--- src/design/fms_pkg.sv ---
// Constants and carrier types for the fault manager sequencer
package fms_pkg;

	localparam int unsigned CLK_HZ          = 10_000_000;
	localparam int unsigned CNT_W           = 24;
	localparam int unsigned SAMPLE_W        = 8;

	// Times as printed, in their own units
	localparam int unsigned RECOVERY_MS     = 1200;
	localparam int unsigned BROWNOUT_MS     = 54;
	localparam int unsigned LINE_REMOVAL_MS = 100;
	localparam int unsigned DISCH_PHASE_MS  = 32;
	localparam int unsigned BLANKING_US     = 30;

	// Longest times round down, blanking is a least time and rounds up
	localparam int unsigned RECOVERY_CYC     = RECOVERY_MS * (CLK_HZ / 1000);
	localparam int unsigned BROWNOUT_CYC     = BROWNOUT_MS * (CLK_HZ / 1000);
	localparam int unsigned LINE_REMOVAL_CYC = LINE_REMOVAL_MS * (CLK_HZ / 1000);
	localparam int unsigned DISCH_PHASE_CYC  = DISCH_PHASE_MS * (CLK_HZ / 1000);
	localparam int unsigned BLANKING_CYC     = (BLANKING_US * CLK_HZ + 999_999) / 1_000_000;

	localparam logic [CNT_W-1:0] CNT_ZERO    = 24'h000000;
	localparam logic [CNT_W-1:0] CNT_ONE     = 24'h000001;
	localparam logic             STRAP_LATCH = 1'h0;

	// Comparator outputs arriving from the analog side
	typedef struct packed {
		logic vcc_above_on;
		logic vcc_below_off;
		logic vcc_below_reset;
		logic vcc_above_x2reg;
		logic vcc_ovp;
		logic line_above_bo_start;
		logic line_below_bo_stop;
		logic line_below_discharge_end;
		logic abnormal_overcurrent_fault;
		logic thermal_shutdown;
		logic fault_input_above_upper;
		logic fault_input_below_lower;
		logic fault_input_above_release;
		logic external_latch;
	} fms_cmp_type;

	typedef struct packed {
		logic gate_drive_enable;
		logic startup_source_on;
		logic discharge_on;
		logic fault_pin_pullup_on;
	} fms_ctl_type;

	typedef enum logic [2:0] {
		ST_OFF,
		ST_RUN,
		ST_NONLATCH,
		ST_LATCHED,
		ST_AUTOREC,
		ST_DISCH_PULL,
		ST_DISCH_PHASE,
		ST_DISCH_CHECK
	} fms_state_type;

endpackage : fms_pkg

--- src/design/fms_fault_manager_sequencer.sv ---
// Fault supervision and start-up sequencing for an off-line power controller
`timescale 1ns/100ps

module fms_fault_manager_sequencer #(
	parameter logic [fms_pkg::CNT_W-1:0] RECOVERY_CYC     = fms_pkg::CNT_W'(fms_pkg::RECOVERY_CYC),
	parameter logic [fms_pkg::CNT_W-1:0] BROWNOUT_CYC     = fms_pkg::CNT_W'(fms_pkg::BROWNOUT_CYC),
	parameter logic [fms_pkg::CNT_W-1:0] LINE_REMOVAL_CYC =
		fms_pkg::CNT_W'(fms_pkg::LINE_REMOVAL_CYC),
	parameter logic [fms_pkg::CNT_W-1:0] DISCH_PHASE_CYC  =
		fms_pkg::CNT_W'(fms_pkg::DISCH_PHASE_CYC)
) (
	input  wire logic                          clk_sys_in,
	input  wire logic                          reset_n_in,
	input  wire fms_pkg::fms_cmp_type          cmp_in,
	input  wire logic                          variant_auto_in,
	input  wire logic                          soft_start_active_in,
	input  wire logic                          overload_fault_in,
	input  wire logic                          line_sample_valid_in,
	input  wire logic [fms_pkg::SAMPLE_W-1:0]  line_sample_in,
	output logic                               gate_drive_enable_out,
	output logic                               startup_source_on_out,
	output logic                               discharge_on_out,
	output logic                               fault_pin_pullup_on_out,
	output fms_pkg::fms_state_type             state_out
);

	localparam logic [fms_pkg::CNT_W-1:0] BLANK_CYC = fms_pkg::CNT_W'(fms_pkg::BLANKING_CYC);

	// Two-flop synchronisers for every analog comparator and the strap
	fms_pkg::fms_cmp_type cmp_meta_reg;
	fms_pkg::fms_cmp_type cmp_reg;
	logic                 strap_meta_reg;
	logic                 strap_sync_reg;

	always_ff @(posedge clk_sys_in or negedge reset_n_in) begin
		if (!reset_n_in) begin
			cmp_meta_reg   <= '0;
			cmp_reg        <= '0;
			strap_meta_reg <= fms_pkg::STRAP_LATCH;
			strap_sync_reg <= fms_pkg::STRAP_LATCH;
		end else begin
			cmp_meta_reg   <= cmp_in;
			cmp_reg        <= cmp_meta_reg;
			strap_meta_reg <= variant_auto_in;
			strap_sync_reg <= strap_meta_reg;
		end
	end

	// Strap taken once the sync chain holds a post-reset value, frozen afterwards
	// An earlier capture would only see the chain's own reset default
	logic       variant_auto_reg;
	logic       strap_taken_reg;
	logic [1:0] strap_fill_reg;

	always_ff @(posedge clk_sys_in or negedge reset_n_in) begin
		if (!reset_n_in) begin
			variant_auto_reg <= fms_pkg::STRAP_LATCH;
			strap_taken_reg  <= 1'h0;
			strap_fill_reg   <= 2'h0;
		end else begin
			strap_fill_reg <= {strap_fill_reg[0], 1'h1};
			if (strap_fill_reg[1] && !strap_taken_reg) begin
				variant_auto_reg <= strap_sync_reg;
				strap_taken_reg  <= 1'h1;
			end
		end
	end

	fms_pkg::fms_state_type state_reg;
	fms_pkg::fms_state_type state_next;

	// State groups shared by sequencing, supply control and outputs
	function automatic logic state_discharging(input fms_pkg::fms_state_type s);
		state_discharging = (s == fms_pkg::ST_DISCH_PULL) |
			(s == fms_pkg::ST_DISCH_PHASE) | (s == fms_pkg::ST_DISCH_CHECK);
	endfunction : state_discharging

	function automatic logic state_holds_supply(input fms_pkg::fms_state_type s);
		state_holds_supply = (s == fms_pkg::ST_OFF) | (s == fms_pkg::ST_NONLATCH) |
			(s == fms_pkg::ST_LATCHED) | (s == fms_pkg::ST_AUTOREC);
	endfunction : state_holds_supply

	function automatic logic state_regulates(input fms_pkg::fms_state_type s);
		state_regulates = (s == fms_pkg::ST_DISCH_PHASE) | (s == fms_pkg::ST_DISCH_CHECK);
	endfunction : state_regulates

	function automatic logic state_sinks_line(input fms_pkg::fms_state_type s);
		state_sinks_line = (s == fms_pkg::ST_DISCH_PULL) | (s == fms_pkg::ST_DISCH_PHASE);
	endfunction : state_sinks_line

	// Fault input blanking filters
	logic [fms_pkg::CNT_W-1:0] upper_cnt_reg;
	logic [fms_pkg::CNT_W-1:0] lower_cnt_reg;
	wire  upper_fault   = (upper_cnt_reg == BLANK_CYC);
	wire  lower_armed   = cmp_reg.fault_input_below_lower & ~soft_start_active_in;
	wire  lower_fault   = (lower_cnt_reg == BLANK_CYC);

	always_ff @(posedge clk_sys_in or negedge reset_n_in) begin
		if (!reset_n_in) begin
			upper_cnt_reg <= fms_pkg::CNT_ZERO;
			lower_cnt_reg <= fms_pkg::CNT_ZERO;
		end else begin
			// Any gap restarts the count; saturation keeps the fault standing
			if (!cmp_reg.fault_input_above_upper)
				upper_cnt_reg <= fms_pkg::CNT_ZERO;
			else if (!upper_fault)
				upper_cnt_reg <= upper_cnt_reg + fms_pkg::CNT_ONE;
			if (!lower_armed)
				lower_cnt_reg <= fms_pkg::CNT_ZERO;
			else if (!lower_fault)
				lower_cnt_reg <= lower_cnt_reg + fms_pkg::CNT_ONE;
		end
	end

	// Brownout timer
	// Any return above stop restarts the count, so short dropouts pass
	logic [fms_pkg::CNT_W-1:0] bo_cnt_reg;
	logic                      brownout_reg;
	wire  bo_expire = cmp_reg.line_below_bo_stop & (bo_cnt_reg == BROWNOUT_CYC);

	always_ff @(posedge clk_sys_in or negedge reset_n_in) begin
		if (!reset_n_in) begin
			bo_cnt_reg   <= fms_pkg::CNT_ZERO;
			brownout_reg <= 1'h0;
		end else begin
			bo_cnt_reg <= !cmp_reg.line_below_bo_stop ? fms_pkg::CNT_ZERO :
				bo_expire ? bo_cnt_reg : bo_cnt_reg + fms_pkg::CNT_ONE;
			if (bo_expire)
				brownout_reg <= 1'h1;
			else if (cmp_reg.line_above_bo_start)
				brownout_reg <= 1'h0;
		end
	end

	// Line slope monitor; a rising sample proves the line is present
	logic [fms_pkg::SAMPLE_W-1:0] last_sample_reg;
	logic [fms_pkg::CNT_W-1:0]    removal_cnt_reg;
	wire  slope_positive = line_sample_valid_in & (line_sample_in > last_sample_reg);
	wire  line_removal   = (removal_cnt_reg == LINE_REMOVAL_CYC) & ~slope_positive;

	always_ff @(posedge clk_sys_in or negedge reset_n_in) begin
		if (!reset_n_in) begin
			last_sample_reg <= '0;
			removal_cnt_reg <= fms_pkg::CNT_ZERO;
		end else begin
			if (line_sample_valid_in)
				last_sample_reg <= line_sample_in;
			// Restart after expiry so a dead line keeps re-arming discharge
			if (slope_positive || line_removal)
				removal_cnt_reg <= fms_pkg::CNT_ZERO;
			else
				removal_cnt_reg <= removal_cnt_reg + fms_pkg::CNT_ONE;
		end
	end

	// Fault classes
	wire  otp_latch     = lower_fault & ~variant_auto_reg;
	wire  otp_auto      = lower_fault & variant_auto_reg;
	wire  latch_now     = cmp_reg.abnormal_overcurrent_fault | cmp_reg.vcc_ovp |
		cmp_reg.external_latch | upper_fault | otp_latch;
	wire  nonlatch_now  = brownout_reg | cmp_reg.thermal_shutdown;
	// Overload timing sits outside; only its expiry arrives here
	wire  auto_now      = overload_fault_in | otp_auto;
	wire  in_discharge  = state_discharging(state_reg);
	// Discharge is entered only through line removal, so one term covers both clears
	wire  latch_clear   = cmp_reg.vcc_below_reset | line_removal;

	logic latched_reg;
	logic otp_hold_reg;

	// Set wins over a clear arriving in the same cycle
	always_ff @(posedge clk_sys_in or negedge reset_n_in) begin
		if (!reset_n_in) begin
			latched_reg <= 1'h0;
		end else if (latch_now) begin
			latched_reg <= 1'h1;
		end else if (latch_clear) begin
			latched_reg <= 1'h0;
		end
	end

	// Auto variant overtemperature holds until the pin rises past release
	always_ff @(posedge clk_sys_in or negedge reset_n_in) begin
		if (!reset_n_in) begin
			otp_hold_reg <= 1'h0;
		end else if (otp_auto) begin
			otp_hold_reg <= 1'h1;
		end else if (cmp_reg.fault_input_above_release) begin
			otp_hold_reg <= 1'h0;
		end
	end

	// Shared timer: recovery in auto-recovery, phase limit during discharge
	// The two uses never overlap, so one counter serves both
	logic [fms_pkg::CNT_W-1:0] tmr_reg;
	logic [fms_pkg::CNT_W-1:0] tmr_next;
	wire  tmr_done = (tmr_reg == fms_pkg::CNT_ZERO);

	wire  line_ok     = cmp_reg.line_above_bo_start;
	wire  start_ok    = cmp_reg.vcc_above_on & line_ok;

	always_comb begin
		state_next = state_reg;
		tmr_next   = tmr_done ? tmr_reg : tmr_reg - fms_pkg::CNT_ONE;
		if (line_removal) begin
			state_next = fms_pkg::ST_DISCH_PULL;
		end else if (latch_now || latched_reg) begin
			if (!in_discharge)
				state_next = fms_pkg::ST_LATCHED;
		end else begin
			unique case (state_reg)
				fms_pkg::ST_OFF, fms_pkg::ST_LATCHED: begin
					// Latched state leaves only once the flag clears
					if (nonlatch_now)
						state_next = fms_pkg::ST_NONLATCH;
					else if (start_ok)
						state_next = fms_pkg::ST_RUN;
					else
						state_next = fms_pkg::ST_OFF;
				end
				fms_pkg::ST_RUN: begin
					if (nonlatch_now) begin
						state_next = fms_pkg::ST_NONLATCH;
					end else if (auto_now) begin
						state_next = fms_pkg::ST_AUTOREC;
						tmr_next   = RECOVERY_CYC;
					end
				end
				fms_pkg::ST_NONLATCH: begin
					if (!nonlatch_now && start_ok)
						state_next = fms_pkg::ST_RUN;
				end
				fms_pkg::ST_AUTOREC: begin
					if (tmr_done && start_ok && !otp_hold_reg)
						state_next = fms_pkg::ST_RUN;
				end
				fms_pkg::ST_DISCH_PULL: begin
					if (!cmp_reg.vcc_above_on) begin
						state_next = fms_pkg::ST_DISCH_PHASE;
						tmr_next   = DISCH_PHASE_CYC;
					end
				end
				fms_pkg::ST_DISCH_PHASE: begin
					if (cmp_reg.line_below_discharge_end) begin
						state_next = fms_pkg::ST_OFF;
					end else if (tmr_done) begin
						state_next = fms_pkg::ST_DISCH_CHECK;
						tmr_next   = DISCH_PHASE_CYC;
					end
				end
				fms_pkg::ST_DISCH_CHECK: begin
					if (slope_positive || cmp_reg.line_below_discharge_end) begin
						state_next = fms_pkg::ST_OFF;
					end else if (tmr_done) begin
						state_next = fms_pkg::ST_DISCH_PHASE;
						tmr_next   = DISCH_PHASE_CYC;
					end
				end
			endcase
		end
	end

	// Startup source hysteresis and fault-pin pull-up
	logic src_on_reg;
	logic pullup_reg;
	wire  hold_between = state_holds_supply(state_reg);
	wire  regulate_x2  = state_regulates(state_reg);
	logic src_on_next;

	always_comb begin
		src_on_next = src_on_reg;
		if (hold_between) begin
			if (cmp_reg.vcc_below_off)
				src_on_next = 1'h1;
			else if (cmp_reg.vcc_above_on)
				src_on_next = 1'h0;
		end else if (regulate_x2) begin
			if (!cmp_reg.vcc_above_on)
				src_on_next = 1'h1;
			else if (cmp_reg.vcc_above_x2reg)
				src_on_next = 1'h0;
		end else begin
			src_on_next = 1'h0;
		end
	end

	always_ff @(posedge clk_sys_in or negedge reset_n_in) begin
		if (!reset_n_in) begin
			state_reg  <= fms_pkg::ST_OFF;
			tmr_reg    <= fms_pkg::CNT_ZERO;
			src_on_reg <= 1'h0;
		end else begin
			state_reg  <= state_next;
			tmr_reg    <= tmr_next;
			src_on_reg <= src_on_next;
		end
	end

	// Dropping with the supply makes every fresh power-up start with it off
	always_ff @(posedge clk_sys_in or negedge reset_n_in) begin
		if (!reset_n_in) begin
			pullup_reg <= 1'h0;
		end else if (cmp_reg.vcc_below_reset) begin
			pullup_reg <= 1'h0;
		end else if (cmp_reg.vcc_above_on) begin
			pullup_reg <= 1'h1;
		end
	end

	// Drive stays combinationally gated so a fresh fault cuts it at once
	fms_pkg::fms_ctl_type ctl;
	assign ctl.gate_drive_enable   = (state_reg == fms_pkg::ST_RUN) & ~latch_now &
		~nonlatch_now & ~auto_now & ~line_removal;
	assign ctl.startup_source_on   = src_on_reg;
	assign ctl.discharge_on        = state_sinks_line(state_reg);
	assign ctl.fault_pin_pullup_on = pullup_reg;

	assign gate_drive_enable_out   = ctl.gate_drive_enable;
	assign startup_source_on_out   = ctl.startup_source_on;
	assign discharge_on_out        = ctl.discharge_on;
	assign fault_pin_pullup_on_out = ctl.fault_pin_pullup_on;
	assign state_out               = state_reg;

endmodule : fms_fault_manager_sequencer

--- config.mk ---
export PLATFORM = sky130hd
export DESIGN_NAME = fms_fault_manager_sequencer
export DESIGN_NICKNAME = d
export VERILOG_FILES = /design/src/design/fms_pkg.sv /design/src/design/fms_fault_manager_sequencer.sv
export SDC_FILE = /design/constraint.sdc
export NUM_CORES = 1
export LEC_CHECK = 0
export ABC_CLOCK_PERIOD_IN_PS = 2400
export BUFFER_PORTS_ARGS = -buffer_cell sky130_fd_sc_hd__buf_2
export CAP_MARGIN = 10
export CORE_ASPECT_RATIO = 0.6
export CORE_MARGIN = 1
export CORE_UTILIZATION = 45
export CTS_CLUSTER_SIZE = 8
export DETAILED_ROUTE_END_ITERATION = 16
export GPL_TIMING_DRIVEN = 1
export SYNTH_ARGS = -nofsm -noshare
export SYNTH_HDL_FRONTEND = slang
export SYNTH_SLANG_ARGS = --single-unit
--- constraint.sdc ---
create_clock -name clk_sys_in -period 2.4 [get_ports clk_sys_in]
set_input_delay 0.36 -clock clk_sys_in [delete_from_list [all_inputs] [get_ports clk_sys_in]]
set_output_delay 0.36 -clock clk_sys_in [all_outputs]
set_load 0.01 [all_outputs]
==> PnR_summary.wiki, run 1 <==
{| class="wikitable"
! Metric !! Value
|-
| Run status || complete, but fails checks
|-
| Failing checks || negative setup slack
|-
| Power density over cell area || 685 nW/um^2
|-
| Number of cells on the worst reg-to-reg path || 10
|-
| Sink Count || 170
|-
| CP Class || register to output pin
|-
| Post-DRT Antenna Nets || 0
|-
| First-pass GRT wire length || 29600 um
|-
| Share of the yosys chip area belonging to registers || 52.0%
|-
| Detailed-route vias per instance || 5.30
|-
| WL met3 || 712 um
|-
| Top flip-flop cell by instance count after synthesis || sky130_fd_sc_hd__dfrtp_1
|-
| Total Die Area || 18700 um^2
|-
| Number of enable flip-flop cells after synthesis || 0
|-
| Remaining max-slew budget at the tightest pin || 36.3%
|-
| Total GRT Usage || 20.2%
|-
| Mean routed wirelength per cell || 15.5 um
|-
| Die Y || 106 um
|-
| Placed standard-cell area || 8920 um^2
|-
| Top Metal Used || met4
|-
| Final Net Count || 952
|-
| Total number of vias || 6102
|-
| Starting utilization of the core area || 46.9%
|-
| Clock tree from TritonCTS || built
|-
| Most common cell after layout, fill and taps aside || sky130_fd_sc_hd__dfrtp_1
|-
| Port-buffer cells || 34
|-
| Violation count after the first detailed-routing iteration || 298
|-
| Netlist area before placement || 8180 um^2
|-
| Distinct cell type count of the synthesized netlist || 63
|-
| Area Overhead vs Synth || 21.4%
|-
| Sequential Area || 4250 um^2
|-
| Post-route minimum period || 2.68 ns
|-
| CP peak stage delay || 0.42 ns
|-
| Global placer's final weighted congestion || 0.836
|-
| Clock-pin slew of the registers on the worst-case setup and hold paths || 0.07 ns
|-
| Worst hold path type || primary input to register
|-
| Clock network latency to the later pin of the worst-skew pair || 0.43 ns
|-
| Transition at the pin with the smallest max-transition slack || 0.955 ns
|-
| Clk root buf || sky130_fd_sc_hd__clkbuf_16
|-
| Maximum resistive drop on vdd || 527 uV
|-
| Post-route setup slack || -0.280 ns
|-
| CTS buffer count || 17
|-
| Ports || 35
|-
| Routed metal-1 wire length || 9110 um
|-
| Critical-path maximum fanout || 3
|-
| Count of inserted antenna diode cells || 0
|-
| Worst-case clock skew || 0.00797 ns
|-
| Hold path depth || 1
|-
| Maximum root-to-sink buffer count || 2
|-
| Cell row count || 37
|-
| Final setup viols || 1
|-
| Element type at the critical path start || register
|-
| Number of nets produced by synthesis || 859
|-
| Post-route DRC || 0
|-
| Data arrival time of the critical path || 2.32 ns
|-
| Final core utilization || 56.9%
|-
| Horiz. Die Dim || 176 um
|-
| Combined area of the multi-input logic cells || 4040 um^2
|-
| Mean instance size in the synthesized netlist || 10.1 um^2
|-
| Initial antenna violation count || 0
|-
| Critical Path End Type || output pin
|-
| Standard cell with the maximum stage delay on the critical path || sky130_fd_sc_hd__or3_4
|-
| Layout Cell Area excl Fill || 9930 um^2
|-
| Number of failing hold endpoints at the final stage || 0
|-
| Commonest cells after routing, fill and taps aside || 170 x sky130_fd_sc_hd__dfrtp_1, 83 x sky130_fd_sc_hd__nor2_1, 66 x sky130_fd_sc_hd__nand2_1, 62 x sky130_fd_sc_hd__xnor2_1, 48 x sky130_fd_sc_hd__buf_4
|-
| Total length of routed wires || 17800 um
|-
| H-tree Lvls || 4
|-
| Synthesized flop and latch total || 170
|-
| Via count of the first global-routing pass || 6022
|-
| Setup repair after global routing missed its margin || yes
|-
| Router iterations before antenna repair || 5
|-
| Max-Cap Viols || 0
|-
| Pleak || 4.28 nW
|-
| Max-slew violation count || 0
|-
| Max Clk Rate || 0.373 GHz
|-
| Yosys warning total || 0
|-
| Pin count of the biggest net entering global routing || 51
|-
| Async set-reset flop share out of synthesis || 100%
|-
| Share of post-route cells with drive strength above 1 || 19.8%
|-
| Detailed Place HPWL || 12300 um
|-
| Total global routing overflow || 0
|-
| Placeable core area || 17500 um^2
|-
| Critical-path cell list || inv_2 > ha_4 > nor3b_2 > nand4_1 > nor3_2 > or3_4 > a2111oi_4 > buf_2
|-
| Gate count of the mapped netlist || 812
|-
| Period utilisation layout || 112%
|-
| Filler instances || 1468
|-
| Detailed route wirelength on metal2 || 7820 um
|-
| Data required, critical path || 2.04 ns
|-
| Worst setup slack before clock tree synthesis || -0.232 ns
|}
metal layers:
| metal | track usage (%) | vias to the layer above |
|---|---|---|
| met5 | 0 | - |
| met3 | 5.26 | 19 |
| met2 | 29.8 | 89 |
| li1 | - | 2981 |
| met4 | 5.59 | 0 |
| met1 | 29.3 | 3013 |
layout make-up:
cell class / instances / share of cell area (%)
clock inverters: 13 / 1.42
well taps: 234 / 2.95
clock buffers: 19 / 4.46
multi-input cells: 596 / 40.7
flip-flops and latches: 170 / 42.8
inverters: 29 / 1.10
repair buffers: 91 / 6.58
metrics by stage:
step                      hold slack [ns]  cells  total power [mW]  setup TNS (ns)
after floorplan                    0.0644    812              3.69               0
after global placement              0.336   1106              3.96          -0.438
after detailed placement            0.336   1106              3.99           -1.27
after CTS                          0.0114   1142              6.76          -0.282
after global routing              0.00208   1152              7.11           -1.43
final                              0.0282   1152              6.80          -0.280
final timing paths:
check / from / to / slack (ns)
max: lower_cnt_reg[0]$_DFFE_PN0P_ / gate_drive_enable_out / -0.28
min in group asynchronous: reset_n_in / upper_cnt_reg[21]$_DFFE_PN0P_ / 0.45
min: variant_auto_in / strap_meta_reg$_DFF_PN0_ / 0.03
max in group asynchronous: reset_n_in / bo_cnt_reg[22]$_DFFE_PN0P_ / 1.23
max reg2reg: upper_cnt_reg[9]$_DFFE_PN0P_ / tmr_reg[16]$_DFF_PN0_ / 0.01
min reg2reg: cmp_meta_reg[2]$_DFF_PN0_ / cmp_reg[2]$_DFF_PN0_ / 0.35
synth_stat cells, drive strengths merged (2+ instances only):
cell	number	share of area, %
xor2	34	3.6
or4	4	0.41
nor2b	14	1.2
nand2b	3	0.23
a31oi	5	0.38
or2	4	0.31
inv	29	1.3
and4	5	0.54
buf	4	0.38
o211ai	3	0.28
nor3	25	1.7
nand2	68	3.1
o21ai	38	2.4
dfrtp	170	52
nand4	24	1.9
nand4b	2	0.21
nor2	83	3.8
o22ai	3	0.23
and2	43	3.3
or3	18	1.4
xnor2	62	6.6
nand3	38	2.3
nor3b	4	0.37
o21a	3	0.28
a211oi	3	0.40
a21boi	6	0.55
ha	19	2.9
clkbuf	14	0.64
a21oi	22	1.3
a21o	2	0.28
and3	19	1.5
nor4b	6	0.64
nor4	17	1.5
timing repair:
| item | 4_1_cts | 5_1_grt |
|---|---|---|
| cloned | 0 | 1 |
| resized for setup | 15 | 52 |
| hold buffers | 1 | 1 |
| buffers inserted | 4 | 8 |
| pin swaps | 5 | 22 |
| endpoints found under the hold margin | 47 | 1 |
| endpoints found under the setup margin | 8 | 32 |
cell families (layout without fill, tap and decap cells):
| group | count (synthesis) | after routing | share of synthesized area (%) |
|---|---|---|---|
| muxes | 2 | 2 | 0.260 |
| adders and majority gates | 19 | 19 | 2.91 |
| and+or+nand+nor | 381 | 382 | 24.8 |
| AOI/OAI and AO/OA | 96 | 96 | 7.36 |
| buffers and inverters | 47 | 152 | 2.35 |
| DFF | 170 | 170 | 52.0 |
| other | 1 | 1 | 0.0458 |
| xor gates and xnor gates | 96 | 96 | 10.3 |
power breakdown:
part / switching (mW) / internal, mW / leakage, nW / total, mW
sequential: 0.155 / 3.03 / 2.20 / 3.19
combinational: 0.511 / 0.357 / 1.80 / 0.868
clock: 1.18 / 1.57 / 0.280 / 2.74
total: 1.84 / 4.96 / 4.28 / 6.80
critical path: cells and delay by family, from the launching register on:
family	cells	cell delay (ns)
flops	1	0.36
fa+ha+maj	1	0.14
compound gates	1	0.33
buf+inv	2	0.25
simple gates	4	0.80
Power figures use the tool's default switching activity.
==> run 2: changes to the inputs <==
- CORE_UTILIZATION: 45 -> 56
- CTS_CLUSTER_SIZE: 8 -> 30
- PLACE_DENSITY: unset -> 0.76
- RECOVER_POWER: unset -> 50
==> run 2 against run 1 <==
Effect of this change: the flow finishes with violations (max-capacitance violations, max-slew violations, negative setup slack); global-route usage up 4.6 points; highest routed layer unchanged; largest cell class unchanged; first-iteration DRC count increased by 54%; utilization rose by 12 points; largest power group unchanged.
==> PnR_summary.wiki, run 2 (same netlist as run 1, synthesis figures left out) <==
{| class="wikitable"
! Metric !! Value
|-
| Power density over cell area || 707 nW/um^2
|-
| Violation count after the first detailed-routing iteration || 459
|-
| Final Net Count || 935
|-
| Pleak || 4.18 nW
|-
| Period utilisation layout || 111%
|-
| Routing usage on met2 || 38.3%
|-
| Worst min-delay path startpoint || cmp_in[6]
|-
| Data arrival time of the critical path || 2.30 ns
|-
| R2r startpoint || upper_cnt_reg[9]$_DFFE_PN0P_
|-
| Sink Count || 170
|-
| Post-route setup slack || -0.261 ns
|-
| Number of failing hold endpoints at the final stage || 0
|-
| Critical Path End Type || output pin
|-
| Mean routed wirelength per cell || 15.9 um
|-
| Pin count of the biggest net entering global routing || 67
|-
| Worst hold path type || primary input to register
|-
| Total global routing overflow || 0
|-
| Via count of the first global-routing pass || 6078
|-
| Clk root buf || sky130_fd_sc_hd__clkbuf_16
|-
| CP Class || register to output pin
|-
| Remaining max-slew budget at the tightest pin || -7.08%
|-
| Starting utilization of the core area || 58.6%
|-
| Transition at the pin with the smallest max-transition slack || 1.61 ns
|-
| Internal reg-to-reg setup slack || -0.04 ns
|-
| Share of post-route cells with drive strength above 1 || 16.1%
|-
| Met3 usage in global routing || 4.73%
|-
| Maximum resistive drop on vdd || 496 uV
|-
| Detailed-route vias per instance || 5.65
|-
| Router iterations before antenna repair || 5
|-
| Final core utilization || 68.9%
|-
| H-tree Lvls || 4
|-
| Initial antenna violation count || 0
|-
| Ports || 35
|-
| Post-route DRC || 0
|-
| Total GRT Usage || 24.9%
|-
| Worst setup slack before clock tree synthesis || -0.0866 ns
|-
| Routing usage on met1 || 35.9%
|-
| Horiz. Die Dim || 158 um
|-
| Failing checks || max-capacitance violations, max-slew violations, negative setup slack
|-
| Total Die Area || 15100 um^2
|-
| Placeable core area || 14000 um^2
|-
| Area Overhead vs Synth || 17.5%
|-
| Run status || complete, but fails checks
|-
| Max-slew violation count || 67
|-
| Total length of routed wires || 17300 um
|-
| Clock network latency to the later pin of the worst-skew pair || 0.42 ns
|-
| Number of cells on the worst reg-to-reg path || 9
|-
| Element type at the critical path start || register
|-
| Post-route minimum period || 2.66 ns
|-
| Port-buffer cells || 34
|-
| Max-Cap Viols || 1
|-
| Max Clk Rate || 0.376 GHz
|-
| CTS buffer count || 17
|-
| Worst-case clock skew || 0.0131 ns
|-
| Critical-path maximum fanout || 2
|-
| Clock-pin slew of the registers on the worst-case setup and hold paths || 0.07 ns
|-
| Critical register-to-register path endpoint || tmr_reg[11]$_DFF_PN0_
|-
| Count of inserted antenna diode cells || 0
|-
| Clock tree from TritonCTS || built
|-
| Most crowded layer after global routing || met2
|-
| Capture endpoint of the worst hold path || cmp_meta_reg[6]$_DFF_PN0_
|-
| Detailed Place HPWL || 11900 um
|-
| Global placer's final weighted congestion || 0.888
|-
| Final setup viols || 4
|-
| First-pass GRT wire length || 29200 um
|-
| Filler instances || 1066
|-
| Total number of vias || 6172
|-
| Most common cell after layout, fill and taps aside || sky130_fd_sc_hd__dfrtp_1
|-
| Post-DRT Antenna Nets || 0
|-
| Commonest cells after routing, fill and taps aside || 170 x sky130_fd_sc_hd__dfrtp_1, 82 x sky130_fd_sc_hd__nor2_1, 67 x sky130_fd_sc_hd__nand2_1, 62 x sky130_fd_sc_hd__xnor2_1, 42 x sky130_fd_sc_hd__and2_1
|-
| Hold path depth || 1
|-
| Die Y || 95.6 um
|-
| Maximum root-to-sink buffer count || 2
|-
| Cell row count || 33
|-
| Setup repair after global routing missed its margin || yes
|-
| Data required, critical path || 2.04 ns
|}
## run 2: changes by cell type in the layout (fill, tap and decap cells not counted), sizes merged
| cell | previous run | this run |
|---|---|---|
| buf | 89 | 70 |
| clkbuf | 19 | 23 |
| clkinv | 5 | 4 |
| clkinvlp | 3 | 0 |
| dlygate4sd3 | 2 | 1 |
| inv | 32 | 34 |
## run 2: final cells by class
cell class / instances / area, um^2 / share of cell area, %
clock buffer: 20 / 467 / 4.85
clock inverter: 11 / 134 / 1.39
inverter: 29 / 109 / 1.13
multi-input combinational: 596 / 3930 / 40.9
sequential: 170 / 4250 / 44.3
tap: 192 / 240 / 2.50
timing repair buffer: 74 / 482 / 5.01
## run 2: report_power, final
part / switching (mW) / internal [mW] / leakage (nW)
clock network: 1.16 / 1.63 / 0.300
registers: 0.149 / 3.03 / 2.20
logic: 0.496 / 0.327 / 1.68
total: 1.80 / 4.99 / 4.18
## run 2: stage by stage
stage | hold WS (ns) | cells | setup TNS [ns] | cell area [um^2] | power (mW)
6_report | 0.0444 | 1092 | -0.324 | 9610 | 6.80
5_1_grt | 0.0312 | 1092 | -1.67 | 9610 | 7.08
4_1_cts | 0.0340 | 1087 | -0.261 | 9440 | 6.77
3_5_place_dp | 0.336 | 1052 | -0.565 | 8780 | 3.98
3_3_place_gp | 0.333 | 1052 | 0 | 8780 | 3.94
2_1_floorplan | 0.0644 | 812 | 0 | 8180 | 3.69
## run 2: layer usage
| metal | vias up | wire length, um |
|---|---|---|
| met5 | - | 0 |
| met4 | 0 | 238 |
| met3 | 24 | 684 |
| met2 | 138 | 7980 |
| met1 | 3051 | 8410 |
| li1 | 2959 | - |
## run 2: worst max path at each step
stage	slack (ns)	cells after the start	startpoint	endpoint
after detailed placement	-0.09	10	line_sample_in[1]	tmr_reg[23]$_DFF_PN0_
after floorplan	0.03	6	line_sample_in[1]	gate_drive_enable_out
after global placement	0.01	10	line_sample_in[1]	state_out[0]$_DFFE_PN0P_
after CTS	-0.26	6	upper_cnt_reg[9]$_DFFE_PN0P_	gate_drive_enable_out
final	-0.26	6	upper_cnt_reg[9]$_DFFE_PN0P_	gate_drive_enable_out
after global routing	-0.32	6	upper_cnt_reg[7]$_DFFE_PN0P_	gate_drive_enable_out
## run 2: what timing repair did
item	4_1_cts	5_1_grt
buffers inserted	3	4
setup endpoints to repair	9	28
hold buffers	1	0
resized for setup	6	36
pin swaps	3	2
endpoints found under the hold margin	62	0
gates cloned	0	1
## run 2: critical path: stages, from the launching register on
cell                        delay, ns
sky130_fd_sc_hd__dfrtp_1         0.37
sky130_fd_sc_hd__or4b_1          0.52
sky130_fd_sc_hd__or4_4           0.44
sky130_fd_sc_hd__or2_4           0.26
sky130_fd_sc_hd__nand2_4         0.08
sky130_fd_sc_hd__a2111oi_4       0.05
sky130_fd_sc_hd__buf_2           0.17
